File: config.mk
export PLATFORM = sky130hd
export DESIGN_NAME = balu_core
export DESIGN_NICKNAME = d
export VERILOG_FILES = /design/src/include/balu_pkg.sv /design/src/rtl/balu_core.sv /design/src/rtl/balu_mult.sv
export SDC_FILE = /design/constraint.sdc
export NUM_CORES = 1
export LEC_CHECK = 0
export BUFFER_PORTS_ARGS = -buffer_cell sky130_fd_sc_hd__buf_2
export CAP_MARGIN = 15
export CORE_MARGIN = 2
export CORE_UTILIZATION = 50
export DETAILED_ROUTE_END_ITERATION = 7
export PLACE_DENSITY = 0.67
export SLEW_MARGIN = 0
export SYNTH_ARGS = -nofsm -noshare
export SYNTH_HDL_FRONTEND = slang
export SYNTH_SLANG_ARGS = --single-unit
File: constraint.sdc
create_clock -name clk_i -period 6.6 [get_ports clk_i]
set_input_delay 0.66 -clock clk_i [delete_from_list [all_inputs] [get_ports clk_i]]
set_output_delay 0.66 -clock clk_i [all_outputs]
set_load 0.01 [all_outputs]
File: src/include/balu_pkg.sv
// Package: operation codes, flag positions, sequencer states and constants for the ALU.
`default_nettype none
package balu_pkg;
   // ==========================================================
   // Operation codes presented by the instruction decoder.
   localparam logic [4:0] OP_ADD = 5'h00;
   localparam logic [4:0] OP_ADD_CARRY = 5'h01;
   localparam logic [4:0] OP_SUB = 5'h02;
   localparam logic [4:0] OP_SUBTRACT_WITH_BORROW = 5'h03;
   localparam logic [4:0] OP_SUBTRACT_CONSTANT = 5'h04;
   localparam logic [4:0] OP_SUBTRACT_CONSTANT_WITH_BORROW = 5'h05;
   localparam logic [4:0] OP_AND = 5'h06;
   localparam logic [4:0] OP_AND_WITH_CONSTANT = 5'h07;
   localparam logic [4:0] OP_OR = 5'h08;
   localparam logic [4:0] OP_OR_WITH_CONSTANT = 5'h09;
   localparam logic [4:0] OP_EXCLUSIVE_OR_REGS = 5'h0a;
   localparam logic [4:0] OP_BITWISE_INVERT = 5'h0b;
   localparam logic [4:0] OP_SIGN_FLIP = 5'h0c;
   localparam logic [4:0] OP_SET_BITS_BY_MASK = 5'h0d;
   localparam logic [4:0] OP_CLEAR_BITS_BY_MASK = 5'h0e;
   localparam logic [4:0] OP_PLUS_ONE = 5'h0f;
   localparam logic [4:0] OP_MINUS_ONE = 5'h10;
   localparam logic [4:0] OP_TEST_VALUE = 5'h11;
   localparam logic [4:0] OP_ZERO_REGISTER = 5'h12;
   localparam logic [4:0] OP_SET_ALL_ONES = 5'h13;
   localparam logic [4:0] OP_ADD_IMMEDIATE_TO_PAIR = 5'h14;
   localparam logic [4:0] OP_SUBTRACT_IMMEDIATE_FROM_PAIR = 5'h15;
   localparam logic [4:0] OP_UNSIGNED_PRODUCT = 5'h16;
   localparam logic [4:0] OP_MULTIPLY_SIGNED = 5'h17;
   localparam logic [4:0] OP_MULTIPLY_SIGNED_BY_UNSIGNED = 5'h18;
   localparam logic [4:0] OP_FRACTIONAL_MULTIPLY_UNSIGNED = 5'h19;
   localparam logic [4:0] OP_FRACTIONAL_MULTIPLY_SIGNED = 5'h1a;
   localparam logic [4:0] OP_FRACTIONAL_MULTIPLY_MIXED = 5'h1b;
   // ==========================================================
   // Status flag bit positions.
   localparam int FLAG_C = 0;
   localparam int FLAG_Z = 1;
   localparam int FLAG_N = 2;
   localparam int FLAG_V = 3;
   localparam int FLAG_S = 4;
   localparam int FLAG_H = 5;
   // ==========================================================
   // Byte constants and reset values.
   localparam logic [7:0] BYTE_ONES = 8'hff;
   localparam logic [7:0] BYTE_ZERO = 8'h00;
   localparam logic [7:0] BYTE_ONE = 8'h01;
   localparam logic [7:0] BYTE_MIN_NEG = 8'h80;
   localparam logic [7:0] BYTE_MAX_POS = 8'h7f;
   localparam logic [15:0] WORD_ZERO = 16'h0000;
   localparam logic [4:0] OP_RESET = 5'h00;
   // ==========================================================
   // Sequencer states, one-hot.
   typedef enum logic [1:0]
   {
      BALU_IDLE = 2'b01,
      BALU_SECOND = 2'b10
   } balu_state_t;
endpackage : balu_pkg
`default_nettype wire

File: src/rtl/balu_core.sv
// ALU datapath: byte, word and multiply operations with flag updates.
`default_nettype none
// Contract
// [RULE_01] Add registers, optional carry, one cycle
// [RULE_02] Subtract registers, optional carry, one cycle
// [RULE_03] Subtract constant, optional carry, one cycle
// [RULE_04] Add constant to register pair, two cycles
// [RULE_05] Subtract constant from register pair, two cycles
// [RULE_06] AND register or constant, Z N V
// [RULE_07] OR and exclusive-OR, Z N V
// [RULE_08] Test register, value kept, Z N V
// [RULE_09] Set bits: OR in constant mask
// [RULE_10] Clear bits: AND with ones minus mask
// [RULE_11] Multiply three signedness forms, product pair
// [RULE_12] Fractional multiply shifts product left one
// [RULE_13] Invert and negate register, one cycle
// [RULE_14] Increment, decrement keep carry untouched
// [RULE_15] Zero register flags; all-ones keeps flags
module balu_core
   import balu_pkg::*;
(
   input wire logic clk_i,
   input wire logic rst_n_i,
   input wire logic start_i,
   input wire logic [4:0] op_i,
   input wire logic [7:0] dest_i,
   input wire logic [7:0] source_i,
   input wire logic [7:0] pair_high_i,
   input wire logic [7:0] flags_i,
   output logic [7:0] result_o,
   output logic [7:0] result_high_o,
   output logic [7:0] flags_o,
   output logic write_dest_o,
   output logic write_pair_o,
   output logic write_product_o,
   output logic flags_write_o,
   output logic busy_o,
   output logic done_o
);
   // ==========================================================
   // All state of the block in one record.
   typedef struct packed
   {
      balu_state_t st;
      logic [4:0] op;
      logic [7:0] a, b, hi, fin;
      logic [7:0] res, res_hi, flags;
      logic wr_dest, wr_pair, wr_prod, flags_we, done;
   } balu_reg_t;

   balu_reg_t cur, next_cur;
   logic [4:0] op;
   logic [7:0] a, b, hi, fin;
   logic [15:0] prod;
   logic two_cycle, prod_c, prod_z, m_as, m_bs, m_fr;

   // ==========================================================
   // Operands come from the record on the second cycle of a two-cycle
   // operation, so a refused start cannot disturb them.
   assign op = busy_o ? cur.op : op_i;
   assign a = busy_o ? cur.a : dest_i;
   assign b = busy_o ? cur.b : source_i;
   assign hi = busy_o ? cur.hi : pair_high_i;
   assign fin = busy_o ? cur.fin : flags_i;

   // Word and multiply operations need a second cycle.
   assign two_cycle = (op >= OP_ADD_IMMEDIATE_TO_PAIR);
   assign m_as = (op == OP_MULTIPLY_SIGNED) ||
                 (op == OP_MULTIPLY_SIGNED_BY_UNSIGNED) ||
                 (op == OP_FRACTIONAL_MULTIPLY_SIGNED) ||
                 (op == OP_FRACTIONAL_MULTIPLY_MIXED);
   assign m_bs = (op == OP_MULTIPLY_SIGNED) ||
                 (op == OP_FRACTIONAL_MULTIPLY_SIGNED);
   assign m_fr = (op >= OP_FRACTIONAL_MULTIPLY_UNSIGNED);

   balu_mult u_mult
   (
      .a_i(a),
      .b_i(b),
      .a_signed_i(m_as),
      .b_signed_i(m_bs),
      .frac_i(m_fr),
      .product_o(prod),
      .carry_o(prod_c),
      .zero_o(prod_z)
   );

   // ==========================================================
   // Next-state and datapath evaluation.
   always_comb
   begin
      logic [7:0] r, x, y;
      logic [15:0] w, pair;
      logic cin, chain, logic_op, sub_op, fire;
      r = BYTE_ZERO;
      x = BYTE_ZERO;
      y = BYTE_ZERO;
      w = WORD_ZERO;
      pair = {hi, a};
      cin = 1'b0;
      chain = 1'b0;
      logic_op = 1'b0;
      sub_op = 1'b0;
      next_cur = cur;
      next_cur.wr_dest = 1'b0;
      next_cur.wr_pair = 1'b0;
      next_cur.wr_prod = 1'b0;
      next_cur.flags_we = 1'b0;
      next_cur.done = 1'b0;
      fire = 1'b0;
      case (cur.st)
         BALU_IDLE:
         begin
            // A start is taken only here; a start while busy is ignored.
            if (start_i && two_cycle)
            begin
               next_cur.st = BALU_SECOND;
               next_cur.op = op_i;
               next_cur.a = dest_i;
               next_cur.b = source_i;
               next_cur.hi = pair_high_i;
               next_cur.fin = flags_i;
            end
            else if (start_i)
               fire = 1'b1;
         end
         BALU_SECOND:
         begin
            next_cur.st = BALU_IDLE;                  // [RULE_04]
            fire = 1'b1;
         end
         default:
            next_cur.st = BALU_IDLE;
      endcase

      if (fire)
      begin
         next_cur.flags = fin;
         next_cur.done = 1'b1;
         next_cur.flags_we = 1'b1;
         next_cur.wr_dest = 1'b1;
         case (op)
            OP_ADD, OP_ADD_CARRY:
            begin
               cin = (op == OP_ADD_CARRY) & fin[FLAG_C];
               r = a + b + {7'h00, cin};                // [RULE_01]
               next_cur.flags[FLAG_H] = (a[3] & b[3]) | (b[3] & ~r[3]) |
                                        (~r[3] & a[3]);
               next_cur.flags[FLAG_V] = (a[7] & b[7] & ~r[7]) |
                                        (~a[7] & ~b[7] & r[7]);
               next_cur.flags[FLAG_C] = (a[7] & b[7]) | (b[7] & ~r[7]) |
                                        (~r[7] & a[7]);
            end
            OP_SUB, OP_SUBTRACT_WITH_BORROW, OP_SUBTRACT_CONSTANT,
            OP_SUBTRACT_CONSTANT_WITH_BORROW, OP_SIGN_FLIP:
            begin
               sub_op = 1'b1;
            end
            OP_AND, OP_AND_WITH_CONSTANT, OP_TEST_VALUE:
            begin
               r = a & ((op == OP_TEST_VALUE) ? a : b);  // [RULE_06] [RULE_08]
               logic_op = 1'b1;
            end
            OP_OR, OP_OR_WITH_CONSTANT, OP_SET_BITS_BY_MASK:
            begin
               r = a | b;                              // [RULE_07] [RULE_09]
               logic_op = 1'b1;
            end
            OP_EXCLUSIVE_OR_REGS, OP_ZERO_REGISTER:
            begin
               r = a ^ ((op == OP_ZERO_REGISTER) ? a : b); // [RULE_07] [RULE_15]
               logic_op = 1'b1;
            end
            OP_CLEAR_BITS_BY_MASK:
            begin
               r = a & (BYTE_ONES - b);                 // [RULE_10]
               logic_op = 1'b1;
            end
            OP_BITWISE_INVERT:
            begin
               r = BYTE_ONES - a;                       // [RULE_13]
               logic_op = 1'b1;
               next_cur.flags[FLAG_C] = 1'b1;
            end
            OP_PLUS_ONE:
            begin
               // Carry is left alone so multi-byte loops can use it.
               r = a + BYTE_ONE;                        // [RULE_14]
               next_cur.flags[FLAG_V] = (r == BYTE_MIN_NEG);
            end
            OP_MINUS_ONE:
            begin
               r = a - BYTE_ONE;                        // [RULE_14]
               next_cur.flags[FLAG_V] = (r == BYTE_MAX_POS);
            end
            OP_SET_ALL_ONES:
            begin
               r = BYTE_ONES;                           // [RULE_15]
               next_cur.flags_we = 1'b0;
            end
            OP_ADD_IMMEDIATE_TO_PAIR, OP_SUBTRACT_IMMEDIATE_FROM_PAIR:
            begin
               next_cur.wr_dest = 1'b0;
               next_cur.wr_pair = 1'b1;
               if (op == OP_ADD_IMMEDIATE_TO_PAIR)
               begin
                  w = pair + {8'h00, b};                // [RULE_04]
                  next_cur.flags[FLAG_V] = ~hi[7] & w[15];
                  next_cur.flags[FLAG_C] = ~w[15] & hi[7];
               end
               else
               begin
                  w = pair - {8'h00, b};                // [RULE_05]
                  next_cur.flags[FLAG_V] = hi[7] & ~w[15];
                  next_cur.flags[FLAG_C] = w[15] & ~hi[7];
               end
               r = w[7:0];
               next_cur.res_hi = w[15:8];
               next_cur.flags[FLAG_N] = w[15];
               next_cur.flags[FLAG_Z] = (w == WORD_ZERO);
            end
            default:
            begin
               // Every remaining code is a multiply form.
               next_cur.wr_dest = 1'b0;
               next_cur.wr_prod = 1'b1;
               r = prod[7:0];                           // [RULE_11] [RULE_12]
               next_cur.res_hi = prod[15:8];
               next_cur.flags[FLAG_C] = prod_c;
               next_cur.flags[FLAG_Z] = prod_z;
            end
         endcase

         // Subtract forms share one borrow chain; negate is 0 - a.
         if (sub_op)
         begin
            x = (op == OP_SIGN_FLIP) ? BYTE_ZERO : a;
            y = (op == OP_SIGN_FLIP) ? a : b;
            chain = (op == OP_SUBTRACT_WITH_BORROW) ||
                    (op == OP_SUBTRACT_CONSTANT_WITH_BORROW);
            cin = chain & fin[FLAG_C];
            r = x - y - {7'h00, cin};                   // [RULE_02] [RULE_03] [RULE_13]
            next_cur.flags[FLAG_H] = (~x[3] & y[3]) | (y[3] & r[3]) |
                                     (r[3] & ~x[3]);
            next_cur.flags[FLAG_V] = (x[7] & ~y[7] & ~r[7]) |
                                     (~x[7] & y[7] & r[7]);
            next_cur.flags[FLAG_C] = (~x[7] & y[7]) | (y[7] & r[7]) |
                                     (r[7] & ~x[7]);
         end

         // Byte results but the all-ones load set N and Z; only borrow forms chain Z, so a
         // multi-byte difference reads zero only if every byte was.
         if (op < OP_ADD_IMMEDIATE_TO_PAIR && op != OP_SET_ALL_ONES)
         begin
            next_cur.flags[FLAG_N] = r[7];
            next_cur.flags[FLAG_Z] = (r == BYTE_ZERO) &
                                     (fin[FLAG_Z] | ~chain);
            if (logic_op)
               next_cur.flags[FLAG_V] = 1'b0;
         end
         // Sign tracks N and V wherever both were just written.
         if (op < OP_UNSIGNED_PRODUCT && op != OP_SET_ALL_ONES)
            next_cur.flags[FLAG_S] = next_cur.flags[FLAG_N] ^
                                     next_cur.flags[FLAG_V];
         next_cur.res = r;
      end
   end

   // ==========================================================
   // State register.
   always_ff @(posedge clk_i or negedge rst_n_i)
   begin
      if (!rst_n_i)
      begin
         cur <= '{st: BALU_IDLE, default: '0};
      end
      else
      begin
         cur <= next_cur;
      end
   end

   // Outputs are fields of the registered record.
   assign result_o = cur.res;
   assign result_high_o = cur.res_hi;
   assign flags_o = cur.flags;
   assign write_dest_o = cur.wr_dest;
   assign write_pair_o = cur.wr_pair;
   assign write_product_o = cur.wr_prod;
   assign flags_write_o = cur.flags_we;
   assign busy_o = (cur.st == BALU_SECOND);
   assign done_o = cur.done;
endmodule : balu_core
`default_nettype wire

File: src/rtl/balu_mult.sv
// Combinational 8x8 multiplier with signedness and fractional shift.
`default_nettype none
module balu_mult
   import balu_pkg::*;
(
   input wire logic [7:0] a_i,
   input wire logic [7:0] b_i,
   input wire logic a_signed_i,
   input wire logic b_signed_i,
   input wire logic frac_i,
   output logic [15:0] product_o,
   output logic carry_o,
   output logic zero_o
);
   logic signed [8:0] a_ext;
   logic signed [8:0] b_ext;
   logic signed [17:0] raw;

   // ==========================================================
   // Extend each operand by its sign only when it is read as signed.
   assign a_ext = $signed({a_signed_i & a_i[7], a_i});
   assign b_ext = $signed({b_signed_i & b_i[7], b_i});
   assign raw = a_ext * b_ext;

   // Carry is the product's top bit before the fractional shift.
   always_comb
   begin
      carry_o = raw[15];                              // [RULE_11]
      product_o = frac_i ? {raw[14:0], 1'b0} : raw[15:0]; // [RULE_12]
      zero_o = (product_o == WORD_ZERO);
   end
endmodule : balu_mult
`default_nettype wire

==> qor_table.md <==
| Parameter | Value | Unit |
| --- | --- | --- |
| HP Class | flip-flop to flip-flop | - |
| Yosys reg bits | 68 | - |
| Post-route setup TNS | 0 | ns |
| Post-synth top area share | 16.9 | % |
| Post-synth net total | 1384 | - |
| Leftover overflow at the end of global routing | 0 | - |
| Routability cong. | 1.02 | - |
| First-pass GRT wire length | 50.0 | mm |
| Proportion of synthesized flip-flops having asynchronous set or reset | 100 | % |
| Port Buffers | 69 | - |
| Register-to-register setup slack | 0.18 | ns |
| Root buffer cell | clkbuf_16 | - |
| Clock tree from TritonCTS | built | - |
| Final cell count without fillers | 1541 | - |
| Effective utilization at floorplan | 51.0 | % |
| P&R area growth vs syn | 13.8 | % |
| Worst slew margin relative to its limit | 29.9 | % |
| Launch instance of the worst min-delay path | result_o[7]$_DFFE_PN0P_ | - |
| DRT iter0 DRCs | 1081 | - |
| Worst clock skew | 0.00987 | ns |
| Startpoint Class | flip-flop | - |
| Arrival time of data at the critical path endpoint | 6.68 | ns |
| Most used routing layer | met2 | - |
| Number of pins with negative max-slew slack in the final report | 0 | - |
| Final period util | 97.3 | % |
| Drt total wl | 32.1 | mm |
| Yosys warning total | 0 | - |
| Distinct cell type count after synthesis | 81 | - |
| Cell type with the largest total area after synthesis | dfrtp_1 | - |
| Capture instance of the worst register-to-register path | flags_o[1]$_DFFE_PN0P_ | - |
| Number of H-tree branching levels | 3 | - |
| Clock period minus final worst setup slack | 6.42 | ns |
| Height of the chip | 145 | µm |
| Synthesized cell area | 9930 | µm² |
| Met3 demand-to-capacity share in global routing | 5.69 | % |
| Pleak | 5.11 | nW |
| Type of the setup path with the least slack | flip-flop to flip-flop | - |
| Vias in the first global route | 8934 | - |
| Post-DRT Antenna Nets | 0 | - |
| Mean number of vias per cell | 6.06 | - |
| Achievable Freq | 156 | MHz |
| Hold violation count in the final report | 0 | - |
| Outcome | completed | - |
| Deepest clock path buffer count | 2 | - |
| Total routing usage reported by global routing | 30.1 | % |
| Pre-CTS setup slack | -0.0951 | ns |
| Final setup violation count | 0 | - |
| Register area | 1700 | µm² |
| Via count | 9346 | - |
| Count of standard-cell rows | 51 | - |
| Final core occ | 58.1 | % |
| Highest fanout seen on the critical path | 8 | - |
| Max VDD drop | 0.000463 | V |
| Synth top cells by count | nand2_1, inv_1, nor2_1, ha_1, fa_1 | - |
| Global Route met2 Usage | 45.9 | % |
| Count leader, synth | nand2_1 | - |
| Die X | 145 | µm |
| Met1 Resource Use GR | 42.9 | % |
| EDFF count, synth | 0 | - |
| Worst Hold End | result_o[7]$_DFFE_PN0P_ | - |
| Sequential area share after synthesis | 17.2 | % |
| Most used flip-flop cell after synthesis | dfrtp_1 | - |
| Post-route DRC | 0 | - |
| Final routed wire length divided by cell count | 20.8 | µm |
| Power density relative to cell area | 572 | nW/µm² |
| Final Worst Setup Slack | 0.179 | ns |
| CTS clock-pin slew for the worst setup and hold paths | 0.07 | ns |
| Instance count along the most critical hold path | 2 | - |
| Maximum number of pins on one net before global-route repair | 69 | - |
| Endpoint type of the worst setup path | flip-flop | - |
| Number of antenna violations at the first check in global routing | 0 | - |
| Required time of the critical path | 6.85 | ns |
| RR Startpoint | cur[66]$_DFFE_PN1P_ | - |
| Largest cells by area after synthesis | dfrtp_1, fa_1, ha_1 | - |
| Transition time at the pin with the least slew margin | 1.02 | ns |
| Syn Area/Cell | 8.31 | µm² |
| Number of detailed-route iterations in the first pass | 7 | - |
| Total power consumption of the routed design | 6.46 | mW |
| Total CTS buffers | 9 | - |
| Source-to-sink clock delay at the later pin of the worst-skew pair | 0.36 | ns |
| Worst reg-to-reg path cell count | 26 | - |
| Io pins | 70 | - |
| Number of inserted diodes | 0 | - |
| Area of the core region | 19500 | µm² |
| Number of violations of the max-capacitance limit | 0 | - |
| Area of the die | 21000 | µm² |
| Share of layout cells above drive strength 1 | 21.2 | % |
| Number of cells produced by synthesis | 1194 | - |
| Placed cell count | 1520 | - |
| Area taken by multi-input logic gates | 7490 | µm² |
| Count of fill cells added during filler insertion | 1834 | - |
| Detailed placer's ending HPWL | 24.9 | mm |
| Final #Nets | 1461 | - |
| Clock Sinks | 68 | - |
final cells by class:
class	count	area share, %
inverter	122	4.06
timing repair buffer	154	8.88
clock buffer	9	1.99
multi-input combinational	916	66.3
sequential	68	15.1
clock inverter	7	0.731
tap	265	2.93
sequential cells by signal, summed over array words and instances (netlist names):
register	flops
cur	39
result_high_o	8
result_o	8
flags_o	8
write_dest_o	1
write_pair_o	1
done_o	1
write_product_o	1
flags_write_o	1
routing by layer:
metal	up-vias	wire, µm
li1	4272	-
met1	4489	13700
met2	486	14200
met3	99	2840
met4	0	1280
met5	-	0
worst max-delay path, stage by stage (launching register included):
cell and delay [ns]:
dfstp_2 0.37, inv_1 0.10, ha_4 0.29, mux2i_4 0.32, o22ai_2 0.13, a211oi_2 0.27
and3_4 0.26, buf_4 0.15, nand2_2 0.08, fa_1 0.49, fa_1 0.52, inv_1 0.05
fa_1 0.46, fa_1 0.62, ha_4 0.23, ha_4 0.23, nand2_1 0.08, o21ai_1 0.09
o21a_1 0.22, o41ai_4 0.27, buf_4 0.18, and3b_1 0.15, nor3_1 0.05, o311a_1 0.14
o32ai_2 0.25, nor2b_1 0.07, o311ai_1 0.25
metrics by stage:
| step | instance area (µm²) | hold slack (ns) |
|---|---|---|
| after floorplan | 10000 | 0.364 |
| after global placement | 10800 | 0.453 |
| after detailed placement | 10800 | 0.458 |
| after CTS | 11200 | 0.473 |
| after global routing | 11300 | 0.488 |
| final | 11300 | 0.469 |
kinds of logic (layout without fill, tap and decap cells):
kind of cell | count (synthesis) | count (layout) | share of synthesized area, %
XOR/XNOR | 51 | 51 | 4.50
AO/OA/AOI/OAI | 254 | 254 | 16.7
buffers and inverters | 210 | 292 | 9.38
multiplexers | 96 | 96 | 10.5
flip-flops | 68 | 68 | 17.2
adder cells (fa/ha/maj) | 150 | 150 | 24.3
AND/OR/NAND/NOR | 365 | 365 | 17.5
placed cells by master, fill, tap and decap left out, types with 5 or more instances in the layout:
cell and count:
nand4_1 8, fa_1 70, nor4bb_1 5, a31oi_1 13, and2_1 6, o21ai_1 8, ha_4 5, nand3_1 21
nor2_1 104, a21o_1 9, nand2b_1 8, and3_1 6, mux2i_1 33, ha_1 74, xor2_1 6, o211ai_1 17
o21ai_0 53, o221ai_1 5, or3_1 7, clkbuf_16 9, a21oi_1 60, o31ai_1 9, nand2_1 121, a211oi_1 8
dfrtp_1 67, mux2_2 52, buf_2 69, buf_4 82, nor4_1 9, o22ai_1 10, nor2b_1 5, inv_1 119
nor3_1 30, xnor2_1 45
how the worst max path moves through the flow:
stage	to	cells after the start	startpoint
after floorplan	flags_o[1]$_DFFE_PN0P_	31	cur[66]$_DFFE_PN1P_
after global placement	flags_o[1]$_DFFE_PN0P_	26	cur[66]$_DFFE_PN1P_
after detailed placement	flags_o[1]$_DFFE_PN0P_	26	cur[66]$_DFFE_PN1P_
after CTS	flags_o[1]$_DFFE_PN0P_	26	cur[66]$_DFFE_PN1P_
after global routing	flags_o[1]$_DFFE_PN0P_	26	cur[66]$_DFFE_PN1P_
final	flags_o[1]$_DFFE_PN0P_	26	cur[66]$_DFFE_PN1P_
power breakdown:
group / total, mW / internal (mW) / leakage (nW) / switching (mW)
sequential: 0.749 / 0.618 / 0.830 / 0.132
combinational: 5.19 / 2.27 / 4.13 / 2.92
clock: 0.522 / 0.300 / 0.145 / 0.222
total: 6.46 / 3.19 / 5.11 / 3.27
timing repair:
| action | 4_1_cts | 5_1_grt |
|---|---|---|
| endpoints found under the setup margin | 1 | 5 |
| resized for setup | 3 | 22 |
| setup buffers | 1 | 4 |
| hold buffers | 0 | 0 |
| hold endpoints to repair | 0 | 0 |
| pin swaps | 0 | 17 |
Power figures use the tool's default switching activity.
